===== config.mk =====
export PLATFORM = sky130hd
export DESIGN_NAME = pci_target_termination_ctl
export DESIGN_NICKNAME = d
export VERILOG_FILES = /design/src/pci_term_pkg.sv /design/src/pci_target_termination_ctl.sv
export VERILOG_INCLUDE_DIRS = /design/src
export SDC_FILE = /design/constraint.sdc
export NUM_CORES = 1
export LEC_CHECK = 0
export BUFFER_PORTS_ARGS = -buffer_cell sky130_fd_sc_hd__buf_2
export CORE_ASPECT_RATIO = 0.6
export CORE_MARGIN = 3
export CORE_UTILIZATION = 53
export DETAILED_ROUTE_END_ITERATION = 8
export PLACE_DENSITY = 0.76
export SYNTH_ARGS = -nofsm -noshare
export SYNTH_HDL_FRONTEND = slang
export SYNTH_SLANG_ARGS = --single-unit

===== constraint.sdc =====
create_clock -name i_mclk -period 2.2 [get_ports i_mclk]
set_input_delay 0 -clock i_mclk [delete_from_list [all_inputs] [get_ports i_mclk]]
set_output_delay 0 -clock i_mclk [all_outputs]
set_load 0.01 [all_outputs]

===== src/pci_term_defines.svh =====
/*
  Offsets, field positions, reset values and counts of the PCI target
  termination controller. Assumes a byte-addressed Avalon-MM slave port.
*/
`ifndef PCI_TERM_DEFINES_SVH
`define PCI_TERM_DEFINES_SVH

`define OFS_MISC_CONTROL_TWO 5'h00
`define OFS_LOCAL_ERROR_CTL_STATUS 5'h04
`define OFS_LOCAL_ERROR_ADDRESS 5'h08
`define OFS_LOCAL_ERROR_DATA 5'h0C
`define OFS_TERM_STATUS 5'h10

`define CTL_POSTED_WRITE_ENABLE 0
`define CTL_CACHELINE_LO 1
`define CTL_CACHELINE_HI 2
`define CTL_PREFETCH_DISCONNECT 3
`define CTL_ERROR_LOG_ENABLE 4
`define CTL_ERROR_LOG_IRQ_ENABLE 5
`define CTL_ERROR_LOG_IRQ_ROUTE 6
`define CTL_RESET 7'h00

`define ERRCS_FLAG 0
`define ERRCS_TC_LO 4
`define ERRCS_TC_HI 7
`define ERRCS_SIZE_LO 8
`define ERRCS_SIZE_HI 9

`define CLINE_WORDS_SHORT 4'h4
`define CLINE_WORDS_LONG 4'h8
`define CLINE_LONG_CODE 2'h2
`define BOUNDARY_LAST_WORD 5'h1F
`define PREFETCH_STALL_LAST 4'h7

`endif


===== src/pci_term_pkg.sv =====
/*
  Types of the PCI target termination controller: carriers for the
  sampled PCI request, the local bus result, the posted write error and
  the termination command. Assumes pci_term_defines.svh is unused here.
*/
package pci_term_pkg;

  typedef enum logic [1:0] {
    ST_IDLE = 2'h0,
    ST_WAIT_LB = 2'h1,
    ST_XFER = 2'h3,
    ST_SPARE = 2'h2
  } term_state_t;

  typedef struct packed {
    logic start;
    logic is_write;
    logic burst;
    logic io_space;
    logic nonlinear;
    logic last;
    logic [4:0] addr_word;
  } pci_req_t;

  typedef struct packed {
    logic done;
    logic err;
    logic retry;
    logic multi;
  } lb_result_t;

  typedef struct packed {
    logic valid;
    logic [31:0] addr;
    logic [31:0] data;
    logic [3:0] tc;
    logic [1:0] size;
  } pw_err_t;

  typedef struct packed {
    logic stop;
    logic trdy;
    logic devsel_off;
  } term_t;

endpackage


===== src/pci_target_termination_ctl.sv =====
/*
  PCI target termination controller: decides disconnect, retry and abort
  toward an external PCI master, logs local bus errors of posted writes.
  Assumes the PCI clock and request signals arrive as pins sampled by the
  local clock i_mclk, and that the local bus logic runs on i_mclk.
*/
// Behaviour
// RULE_01 - disconnect drives trdy and stop together; the fifo-full and prefetch-stall disconnects drive stop alone
// RULE_02 - io space burst disconnects after first phase
// RULE_03 - unposted burst disconnects after delayed write
// RULE_04 - single local read ends burst read
// RULE_05 - disconnect at 128 byte boundary
// RULE_06 - disconnect burst write when fifo fills
// RULE_07 - disconnect non-linear address bursts
// RULE_08 - prefetch read stalled eight clocks disconnects
// RULE_09 - retry drives stop without trdy
// RULE_10 - retry posted write lacking cacheline free entries
// RULE_11 - retry while delayed transaction outstanding
// RULE_12 - retry burst read until local read ends
// RULE_13 - retry writes while any read pending
// RULE_14 - abort drives stop with devsel dropped
// RULE_15 - retry until local cycle ends, ignore retry
// RULE_16 - normal becomes completion, error becomes abort
// RULE_17 - posted writes never report local errors
// RULE_18 - log address, code, data, size; set flag
// RULE_19 - freeze fifo, suspend channel until cleared
// RULE_20 - without logging drop errored posted write
// RULE_21 - interrupt only when enable set
// RULE_22 - interrupt routed by direction bit
// RULE_23 - software clears flag; log stays stable
`timescale 1ns/1ps
`include "pci_term_defines.svh"

module pci_target_termination_ctl
  import pci_term_pkg::*;
(
  input wire logic i_mclk,
  input wire logic i_rst,
  input wire logic i_pclk,
  input wire pci_req_t i_pci_req,
  input wire logic i_rd_avail,
  input wire logic [3:0] i_fifo_free,
  input wire logic i_slave_read_busy,
  input wire lb_result_t i_lb_result,
  input wire pw_err_t i_pw_err,
  input wire logic [4:0] i_avs_address,
  input wire logic i_avs_read,
  input wire logic i_avs_write,
  input wire logic [31:0] i_avs_writedata,
  input wire logic [3:0] i_avs_byteenable,
  output logic [31:0] o_avs_readdata,
  output logic o_avs_waitrequest,
  output term_t o_term,
  output logic o_lb_start,
  output logic o_lb_is_write,
  output logic o_fifo_freeze,
  output logic o_drop_posted,
  output logic o_irq_local,
  output logic o_irq_pci
);

  typedef struct packed {
    term_state_t state;
    term_t term;
    logic [4:0] pclk_s;
    pci_req_t req_s1;
    pci_req_t req_s2;
    pci_req_t req_s3;
    pci_req_t req;
    lb_result_t res;
    logic res_ok;
    logic pend_write;
    logic [3:0] stall_cnt;
    logic [6:0] ctl;
    logic flag;
    logic [3:0] tc;
    logic [1:0] size;
    logic [31:0] eaddr;
    logic [31:0] edata;
    logic lb_start;
    logic drop;
    logic freeze;
    logic irq_l;
    logic irq_p;
    logic wait_n;
    logic [31:0] rdata;
  } st_t;

  st_t s_q;
  st_t s_d;

  logic pe;
  logic posting;
  logic [3:0] cl_words;
  logic log_en;
  logic suspended;
  logic disc;
  logic acc;
  logic flag_clr;
  logic [31:0] rd_mux;

  always_comb begin
    s_d = s_q;
    // request pins pass four flops, the last loading only once the words before it agree; the clock pin four to the edge
    s_d.pclk_s = {s_q.pclk_s[3:0], i_pclk};
    s_d.req_s1 = i_pci_req;
    s_d.req_s2 = s_q.req_s1;
    s_d.req_s3 = s_q.req_s2;
    if (s_q.req_s2 == s_q.req_s3) begin
      s_d.req = s_q.req_s3;
    end
    pe = s_q.pclk_s[3] & ~s_q.pclk_s[4];

    posting = s_q.ctl[`CTL_POSTED_WRITE_ENABLE];
    log_en = s_q.ctl[`CTL_ERROR_LOG_ENABLE];
    cl_words = (s_q.ctl[`CTL_CACHELINE_HI:`CTL_CACHELINE_LO] ==
                `CLINE_LONG_CODE) ? `CLINE_WORDS_LONG : `CLINE_WORDS_SHORT;
    suspended = s_q.flag & log_en;

    s_d.lb_start = 1'b0;
    s_d.drop = 1'b0;

    // local bus result of the outstanding delayed transaction
    if (s_q.state == ST_WAIT_LB && !s_q.res_ok && i_lb_result.done) begin
      if (i_lb_result.retry) begin
        s_d.lb_start = 1'b1; // [RULE_15]
      end else begin
        s_d.res = i_lb_result;
        s_d.res_ok = 1'b1;
      end
    end

    disc = s_q.req.io_space | s_q.req.nonlinear | // [RULE_02] [RULE_07]
           (s_q.req.addr_word == `BOUNDARY_LAST_WORD); // [RULE_05]

    if (pe) begin
      unique case (s_q.state)
        ST_IDLE: begin
          s_d.term = '0;
          s_d.stall_cnt = '0;
          if (s_q.req.start) begin
            if (suspended) begin
              s_d.term.stop = 1'b1; // [RULE_19]
            end else if (s_q.req.is_write && i_slave_read_busy) begin
              s_d.term.stop = 1'b1; // [RULE_13] [RULE_09]
            end else if (s_q.req.is_write && posting) begin
              if (i_fifo_free < cl_words) begin
                s_d.term.stop = 1'b1; // [RULE_10]
              end else begin
                // posted data never waits on the local outcome
                s_d.term.trdy = 1'b1; // [RULE_17]
                if (disc) begin
                  s_d.term.stop = 1'b1; // [RULE_01]
                end else if (s_q.req.burst && !s_q.req.last) begin
                  s_d.state = ST_XFER;
                end
              end
            end else begin
              // read or delayed write goes to the local bus first
              s_d.term.stop = 1'b1; // [RULE_15] [RULE_09]
              s_d.lb_start = 1'b1; // [RULE_15]
              s_d.pend_write = s_q.req.is_write;
              s_d.res_ok = 1'b0;
              s_d.state = ST_WAIT_LB;
            end
          end
        end
        ST_WAIT_LB: begin
          s_d.term = '0;
          if (s_q.req.start) begin
            if (!s_q.res_ok) begin
              s_d.term.stop = 1'b1; // [RULE_11] [RULE_12] [RULE_13]
            end else if (s_q.res.err) begin
              s_d.term.stop = 1'b1; // [RULE_16]
              s_d.term.devsel_off = 1'b1; // [RULE_14]
              s_d.state = ST_IDLE;
            end else begin
              s_d.term.trdy = 1'b1; // [RULE_16]
              s_d.state = ST_IDLE;
              if (s_q.req.burst && !s_q.req.last) begin
                if (!s_q.pend_write && s_q.res.multi && !disc) begin
                  s_d.state = ST_XFER;
                end else begin
                  s_d.term.stop = 1'b1; // [RULE_01] [RULE_03] [RULE_04]
                end
              end
            end
          end
        end
        ST_XFER: begin
          s_d.term = '0;
          if (s_q.req.is_write) begin
            if (i_fifo_free == 4'h0) begin
              s_d.term.stop = 1'b1; // [RULE_06]
              s_d.state = ST_IDLE;
            end else begin
              s_d.term.trdy = 1'b1;
              if (disc || i_fifo_free == 4'h1 || s_q.req.last) begin
                s_d.term.stop = ~s_q.req.last; // [RULE_06] [RULE_01]
                s_d.state = ST_IDLE;
              end
            end
          end else if (!i_rd_avail) begin
            s_d.stall_cnt = s_q.stall_cnt + 4'h1;
            if (s_q.ctl[`CTL_PREFETCH_DISCONNECT] &&
                s_q.stall_cnt == `PREFETCH_STALL_LAST) begin
              s_d.term.stop = 1'b1; // [RULE_08]
              s_d.state = ST_IDLE;
            end
          end else begin
            s_d.stall_cnt = '0;
            s_d.term.trdy = 1'b1;
            if (disc || s_q.req.last) begin
              s_d.term.stop = ~s_q.req.last; // [RULE_05] [RULE_01]
              s_d.state = ST_IDLE;
            end
          end
        end
        default: begin
          s_d.state = ST_IDLE;
          s_d.term = '0;
        end
      endcase
    end

    // avalon slave: one wait cycle, then the access completes
    // read data is latched when taken so it stands while waitrequest is low
    acc = (i_avs_read | i_avs_write) & s_q.wait_n;
    s_d.wait_n = ~acc;
    rd_mux = 32'h0;
    unique case (i_avs_address)
      `OFS_MISC_CONTROL_TWO: rd_mux = {25'h0, s_q.ctl};
      `OFS_LOCAL_ERROR_CTL_STATUS: begin
        rd_mux = {22'h0, s_q.size, s_q.tc, 3'h0, s_q.flag};
      end
      `OFS_LOCAL_ERROR_ADDRESS: rd_mux = s_q.eaddr;
      `OFS_LOCAL_ERROR_DATA: rd_mux = s_q.edata;
      `OFS_TERM_STATUS: begin
        rd_mux = {28'h0, (s_q.state == ST_WAIT_LB), suspended, s_q.state};
      end
      default: rd_mux = 32'h0;
    endcase
    if (i_avs_read && acc) begin
      s_d.rdata = rd_mux;
    end
    flag_clr = 1'b0;
    if (i_avs_write && !s_q.wait_n && i_avs_byteenable[0]) begin
      if (i_avs_address == `OFS_MISC_CONTROL_TWO) begin
        s_d.ctl = i_avs_writedata[6:0];
      end
      if (i_avs_address == `OFS_LOCAL_ERROR_CTL_STATUS) begin
        flag_clr = i_avs_writedata[`ERRCS_FLAG]; // [RULE_23]
      end
    end

    // posted write errors: log and freeze, or drop and go on
    if (i_pw_err.valid) begin
      if (log_en) begin
        if (!s_q.flag) begin
          s_d.eaddr = i_pw_err.addr; // [RULE_18]
          s_d.edata = i_pw_err.data;
          s_d.tc = i_pw_err.tc;
          s_d.size = i_pw_err.size;
        end
      end else begin
        s_d.drop = 1'b1; // [RULE_20]
      end
    end
    // a new error beats a clear in the same cycle
    s_d.flag = (s_q.flag & ~flag_clr) | (i_pw_err.valid & log_en); // [RULE_18]
    s_d.freeze = s_d.flag & s_d.ctl[`CTL_ERROR_LOG_ENABLE]; // [RULE_19]

    s_d.irq_l = s_q.flag & s_q.ctl[`CTL_ERROR_LOG_IRQ_ENABLE] & // [RULE_21]
                ~s_q.ctl[`CTL_ERROR_LOG_IRQ_ROUTE]; // [RULE_22]
    s_d.irq_p = s_q.flag & s_q.ctl[`CTL_ERROR_LOG_IRQ_ENABLE] &
                s_q.ctl[`CTL_ERROR_LOG_IRQ_ROUTE]; // [RULE_22]
  end

  always_ff @(posedge i_mclk) begin
    if (i_rst) begin
      s_q <= '0;
      s_q.state <= ST_IDLE;
      s_q.ctl <= `CTL_RESET;
      s_q.wait_n <= 1'b1;
    end else begin
      s_q <= s_d;
    end
  end

  assign o_avs_readdata = s_q.rdata;
  assign o_avs_waitrequest = s_q.wait_n;
  assign o_term = s_q.term;
  assign o_lb_start = s_q.lb_start;
  assign o_lb_is_write = s_q.pend_write;
  assign o_fifo_freeze = s_q.freeze; // [RULE_19]
  assign o_drop_posted = s_q.drop;
  assign o_irq_local = s_q.irq_l;
  assign o_irq_pci = s_q.irq_p;

endmodule


==> results.md, run 1 <==
* Rows at 32
* Combinational group share of total power at 7.0%
* Worst Skew at 0.0185 ns
* Peak supply drop at 0.000540 V
* Startpoint types: register
* Sink of the worst hold path: o_avs_readdata[0]$_SDFFE_PP0P_
* Mapped Cells at 828
* Post-synth ARST share at 0%
* Num CTS Buffers at 17
* Core Region at 13100 sq um
* RSZ-0062 raised after global routing: false
* Yosys cell types at 55
* Total grt overflow at 0
* Sw frac at 24.4%
* Clock share of power at 45.0%
* Final net count at 1171
* First-pass GRT wire length at 28600 um
* Clk slew on worst S/H paths at 0.07 ns
* Final hold violations at 0
* Sequential share of power at 48.0%
* Critical Path AT at 2.34 ns
* Post-route DRC at 0
* Area delta synth->final at 31.8%
* CTS tree: yes
* Fin. max-slew vios at 0
* Max-capacitance violation count at 0
* Final min period at 2.03 ns
* Total Routing Usage GR at 24.0%
* Vias post-DR at 6313
* HP Class: in -> reg
* Static Leak at 3.97 nW
* Sink Count at 178
* Setup TNS at 0 ns
* Yosys top cell by area: dfxtp_1
* Relative slew slack at 51.8%
* Final period utilization at 92.3%
* Final core utilization at 72.7%
* EDFF count, synth at 0
* Reg area at 3560 sq um
* Worst EP required at 2.51 ns
* Layout cells sized above 1 at 21.6%
* Routability Congestion at 0.868
* Sequential fraction of the synthesis area at 49.3%
* Yosys warnings at 0
* Largest net degree at the start of global routing at 71
* I/O pin cnt at 180
* Die Ht at 96.4 um
* Multi-input gate area at 3170 sq um
* Fmax achieved at 493 MHz
* Clk Latency, worst-skew pair at 0.43 ns
* Worst hold stages at 4
* Syn nets at 968
* Average wire per standard cell at 15.0 um
* Depth of the most critical reg-to-reg path at 6
* Crit end category: register
* Via density at 5.20
* Initial DRC Count at 381
* Mapped cell area at 7230 sq um
* Post-CTS Setup Bufs at 0
* Post-DP HPWL at 11700 um
* Root Driver: clkbuf_16
* Post-Route WL at 18300 um
* IO Port Bufs at 151
* Reg2reg start: o_avs_waitrequest$_SDFF_PP1_
* CTS Buffer Depth at 2
* Power per standard cell area at 717 nW/um^2
* Initial Utilization at 55.2%
* Initial antenna violation count at 1
* Synthesized area per cell at 8.73 sq um
* First-pass detailed-route iteration total at 8
* Internal at 0.00516 W
* Crit-path max FO at 7
* Die area at 15100 sq um
* Slew @ Worst Pin at 0.723 ns
* Antenna Violating Nets Remaining at 0
* Htree depth at 4
* Yosys reg bits at 178
* Reg-to-reg endpoint: s_q[115]$_SDFFE_PP0P_
* Die extent in x at 157 um
* Final setup vio count at 0
* WS Path Type: reg -> reg
* Status: finished, final reports clean
* Top cells by area, synth: dfxtp_1 (49%), nand2_1 (7.9%), a21oi_1 (7.7%), mux2i_1 (6.2%), nor2_1 (4.6%)
* Layout filler cell count at 1005
* NetSw at 0.00167 W
* HP Start: i_avs_address[1]
* Yosys top cell area share at 49.3%
* Vias in the first global route at 5727
* Main flop type after synthesis: dfxtp_1
* FF-to-FF setup slack at 0.17 ns
layout make-up:
type                            instances  area share, %
Sequential cell                       178           37.4
Multi-Input combinational cell        558           33.3
Clock buffer                           17           4.47
Timing Repair Buffer                  271           20.4
Clock inverter                         15           1.97
Tap cell                              170           2.23
Antenna cell                            1         0.0263
Inverter                                5          0.197
logic make-up after synthesis:
family                   count (synthesis)  share of synthesized area [%]
AO/OA/AOI/OAI                          157                           12.8
AND/OR/NAND/NOR                        333                           21.1
buffers and inverters                   92                           6.93
flip-flops                             178                           49.3
multiplexers                            55                           8.26
XOR/XNOR                                11                           1.33
adder cells (fa/ha/maj)                  2                          0.346
worst max path at each step:
stage | start | to | slack (ns) | cells past startpoint
2_1_floorplan | s_q[128]$_SDFFE_PP0N_ | s_q[178]$_SDFFE_PP0P_ | 0.67 | 5
5_1_grt | o_avs_waitrequest$_SDFF_PP1_ | s_q[112]$_SDFFE_PP0P_ | 0.05 | 6
4_1_cts | s_q[178]$_SDFFE_PP0P_ | s_q[124]$_SDFFE_PP0P_ | 0.16 | 5
3_3_place_gp | log_en$_SDFF_PP0_ | s_q[57]$_SDFFE_PP0P_ | 0.56 | 5
6_report | o_avs_waitrequest$_SDFF_PP1_ | s_q[115]$_SDFFE_PP0P_ | 0.17 | 6
3_5_place_dp | log_en$_SDFF_PP0_ | s_q[101]$_SDFFE_PP0P_ | 0.53 | 5
synthesized netlist by cell type, types with 4 or more instances:
cell type,instances
a21oi_1,111
a22oi_1,6
buf_2,9
buf_4,37
clkbuf_1,38
dfxtp_1,178
inv_1,5
mux2_2,7
mux2i_1,45
nand2_1,152
nand2b_1,5
nand3_1,6
nand4_1,7
nor2_1,88
nor2b_1,46
nor3_1,6
nor4_1,4
o21ai_0,15
xor2_1,11
stage by stage:
stage	worst slack, ns	std cells	hold WS, ns	instance area, sq um	total power, W
2_1_floorplan	0.675	828	0.116	7230	0.00353
3_3_place_gp	0.560	1079	0.208	7880	0.00368
3_5_place_dp	0.525	1079	0.215	7880	0.00369
4_1_cts	0.164	1214	0.000731	9520	0.00687
5_1_grt	0.0505	1215	0.0192	9520	0.00706
6_report	0.170	1215	0.0277	9520	0.00683
placed cells by master (no fill, tap or decap), types with 3 or more instances in the layout:
| cell type | count |
|---|---|
| nor2_1 | 87 |
| nor2b_1 | 46 |
| nand4_1 | 7 |
| clkinv_8 | 4 |
| nor3_1 | 6 |
| o21ai_0 | 15 |
| dlygate4sd3_1 | 103 |
| and2_1 | 3 |
| a22oi_1 | 6 |
| inv_1 | 5 |
| buf_4 | 16 |
| nand2b_1 | 5 |
| dfxtp_1 | 177 |
| mux4_2 | 3 |
| clkbuf_16 | 17 |
| nand3_1 | 6 |
| xor2_1 | 11 |
| mux2i_1 | 45 |
| nand2_1 | 152 |
| a22o_1 | 3 |
| inv_8 | 5 |
| nor4_1 | 4 |
| mux2_2 | 7 |
| a21oi_1 | 111 |
| a31oi_1 | 3 |
| buf_2 | 150 |
power groups by stage:
stage	combinational, W	sequential [W]	clock, W
finish	0.000480	0.00328	0.00308
global route	0.000518	0.00328	0.00326
CTS	0.000471	0.00328	0.00312
detailed placement	0.000335	0.00335	0
global placement	0.000333	0.00335	0
floorplan	0.000182	0.00335	0
registers in the layout, indices dropped and copies added, names as in the netlist:
register	flops
o_lb_is_write	1
s_d	26
o_avs_readdata	32
o_irq_local	1
o_drop_posted	1
o_fifo_freeze	1
posting	1
o_lb_start	1
o_irq_pci	1
o_term	3
s_q	108
log_en	1
o_avs_waitrequest	1
layer usage:
metal | wire length (um) | global-route usage (%) | up-vias
li1 | - | - | 3158
met1 | 8950 | 34.4 | 2928
met2 | 7880 | 36.1 | 212
met3 | 1250 | 5.96 | 15
met4 | 171 | 6.26 | 0
met5 | 0 | 0 | -
worst max-delay path: stages (launching register included):
cell	delay, ns
dfxtp_1	0.35
and4bb_2	0.33
nand2_1	0.10
nor2_4	0.30
mux2i_1	0.22
nor2_1	0.05
dlygate4sd3_1	0.57
repair_timing:
action | CTS | global route
endpoints found under the setup margin | 0 | 2
hold buffers | 103 | 0
gates resized for setup | 0 | 1
endpoints found under the hold margin | 107 | 0
Power figures use the tool's default switching activity.
==> run 2, diff against run 1 <==
Settings changed: PLACE_DENSITY 0.76 to 0.8.
==> run 2 against run 1 <==
  * Sequential share of layout area increased by 0.43 points
  * Count of clock-buffer cells in the layout increased by 2
  * Worst setup slack got worse by 0.028 ns
  * Clock skew decreased by 0.0024 ns
  * Critical path type unchanged
  * Critical endpoint is now s_q[110]$_SDFFE_PP0P_
  * Largest cell class unchanged
  * Largest power group unchanged
==> results.md, run 2 (synthesized netlist as in run 1, its figures left out) <==
* Status: finished, final reports clean
* Clk slew on worst S/H paths at 0.07 ns (about the same)
* Combinational group share of total power at 7.2% (+0.2 points)
* Initial DRC Count at 487 (+28%)
* Commonest non-fill, non-tap cell in the layout: dfxtp_1
* Die area at 15100 sq um (unchanged)
* Total grt overflow at 0 (unchanged)
* Final hold violations at 0 (unchanged)
* Max reg flops at 108 (unchanged)
* Vias in the first global route at 5860 (+2.3%)
* Setup TNS at 0 ns (unchanged)
* Crit end category: register
* I/O pin cnt at 180 (unchanged)
* Max-capacitance violation count at 0 (unchanged)
* Final net count at 1165 (-0.51%)
* Worst Skew at 0.0161 ns (-0.00237 ns)
* HP Start: i_fifo_free[0]
* First-pass detailed-route iteration total at 5 (-3)
* Post-route DRC at 0 (unchanged)
* Worst EP required at 2.51 ns (about the same)
* Num CTS Buffers at 17 (unchanged)
* Power per standard cell area at 710 nW/um^2 (-0.99%)
* NetSw at 0.00155 W (-6.9%)
* Fmax achieved at 486 MHz (-1.4%)
* Rows at 32 (unchanged)
* Sw frac at 23.2% (-1.2 points)
* Vias post-DR at 6219 (-1.5%)
* Die Ht at 96.4 um (unchanged)
* Layout filler cell count at 989 (-1.6%)
* Sink Count at 178 (unchanged)
* Total Routing Usage GR at 24.4% (+0.46 points)
* Antenna Violating Nets Remaining at 0 (unchanged)
* Average wire per standard cell at 15.5 um (+3.4%)
* Post-Route WL at 18800 um (+2.8%)
* Sequential share of power at 49.0% (+1.0 points)
* Via density at 5.15 (-0.92%)
* Clock share of power at 43.8% (-1.2 points)
* Htree depth at 4 (unchanged)
* Critical Path AT at 2.37 ns (+0.03 ns)
* Static Leak at 3.90 nW (-1.7%)
* CP Launch Point: o_avs_waitrequest$_SDFF_PP1_
* IO Port Bufs at 151 (unchanged)
* Core Region at 13100 sq um (unchanged)
* Initial Utilization at 55.2% (unchanged)
* Startpoint types: register
* Min Hold Slack at 0.0866 ns (+0.0588 ns)
* Layout cells sized above 1 at 21.1% (-0.55 points)
* Crit-path max FO at 7 (unchanged)
* WS Path Type: reg -> reg
* Cts repair resizes at 0 (unchanged)
* Final min period at 2.06 ns (+0.0279 ns)
* Fin. max-slew vios at 0 (unchanged)
* Largest net degree at the start of global routing at 74 (+4.2%)
* Peak supply drop at 0.000532 V (-1.5%)
* Post-DP HPWL at 11500 um (-1.3%)
* CTS tree: yes
* Most frequent cells in the layout: dfxtp_1 (178), nand2_1 (152), buf_2 (150)
* Internal at 0.00513 W (-0.62%)
* CTS Buffer Depth at 2 (unchanged)
* RSZ-0062 raised after global routing: false
* Final period utilization at 93.5% (+1.3 points)
* Initial antenna violation count at 0 (-1)
* Area delta synth->final at 30.3%
* Relative slew slack at 50.8% (-0.94 points)
* First-pass GRT wire length at 29400 um (+3.0%)
* HP Class: in -> reg
* Final setup vio count at 0 (unchanged)
* Die extent in x at 157 um (unchanged)
* Ant. Diodes at 0 (-1)
* Slew @ Worst Pin at 0.737 ns (+0.0141 ns)
* Routability Congestion at 0.889 (+2.4%)
* Root Driver: clkbuf_16
* Clk Latency, worst-skew pair at 0.42 ns (about the same)
* Reg2reg start: o_avs_waitrequest$_SDFF_PP1_
* Biggest register: s_q
## run 2: repair_timing
action | CTS | global route
hold buffers | 102 | 0
endpoints found under the hold margin | 105 | 0
buffers inserted | 0 | 0
## run 2: final cells by class
type,count,area [sq um],area share [%]
Timing Repair Buffer,265,1880,20.0
Clock buffer,19,443,4.71
Inverter,5,18.8,0.199
Sequential cell,178,3560,37.9
Clock inverter,13,123,1.30
Tap cell,170,213,2.26
Multi-Input combinational cell,558,3170,33.7
## run 2: metrics by stage
| stage | setup WS [ns] | power (W) | cells | instance area, sq um | utilization [%] |
|---|---|---|---|---|---|
| 2_1_floorplan | 0.675 | 0.00353 | 828 | 7230 | - |
| 3_3_place_gp | 0.522 | 0.00368 | 1074 | 7830 | 59.8 |
| 3_5_place_dp | 0.505 | 0.00369 | 1074 | 7830 | 59.8 |
| 4_1_cts | 0.198 | 0.00672 | 1208 | 9410 | 71.9 |
| 5_1_grt | 0.0566 | 0.00690 | 1208 | 9410 | 71.9 |
| 6_report | 0.143 | 0.00668 | 1208 | 9410 | 71.9 |
## run 2: critical path, cell delays in order, from the launching register on
cell           delay, ns
dfxtp_1             0.34
and4bb_2            0.34
nand2_1             0.10
nor2_4              0.30
mux2i_1             0.26
nor2_1              0.06
dlygate4sd3_1       0.57
## run 2: layer usage
layer	GRT usage [%]	up-vias	routed length, um
met5	0	-	0
met1	34.5	2815	9020
li1	-	3139	-
met2	37.1	237	8160
met4	7.65	0	258
met3	6.05	28	1320
## run 2: path summary, 6_finish.rpt
check | endpoint | slack, ns | cells past startpoint
setup / recovery | s_q[110]$_SDFFE_PP0P_ | 0.14 | 6
hold reg to reg | s_d[174]$_SDFF_PP0_ | 0.43 | 1
hold / removal | o_term[1]$_SDFFE_PP0P_ | 0.09 | 3
setup reg to reg | s_q[110]$_SDFFE_PP0P_ | 0.14 | 6
## run 2: power by group through the flow
stage          clock network [W]  logic [W]  registers, W
2_1_floorplan                  0   0.000182       0.00335
3_3_place_gp                   0   0.000332       0.00335
3_5_place_dp                   0   0.000335       0.00335
4_1_cts                  0.00297   0.000471       0.00328
5_1_grt                  0.00310   0.000518       0.00328
6_report                 0.00293   0.000480       0.00328
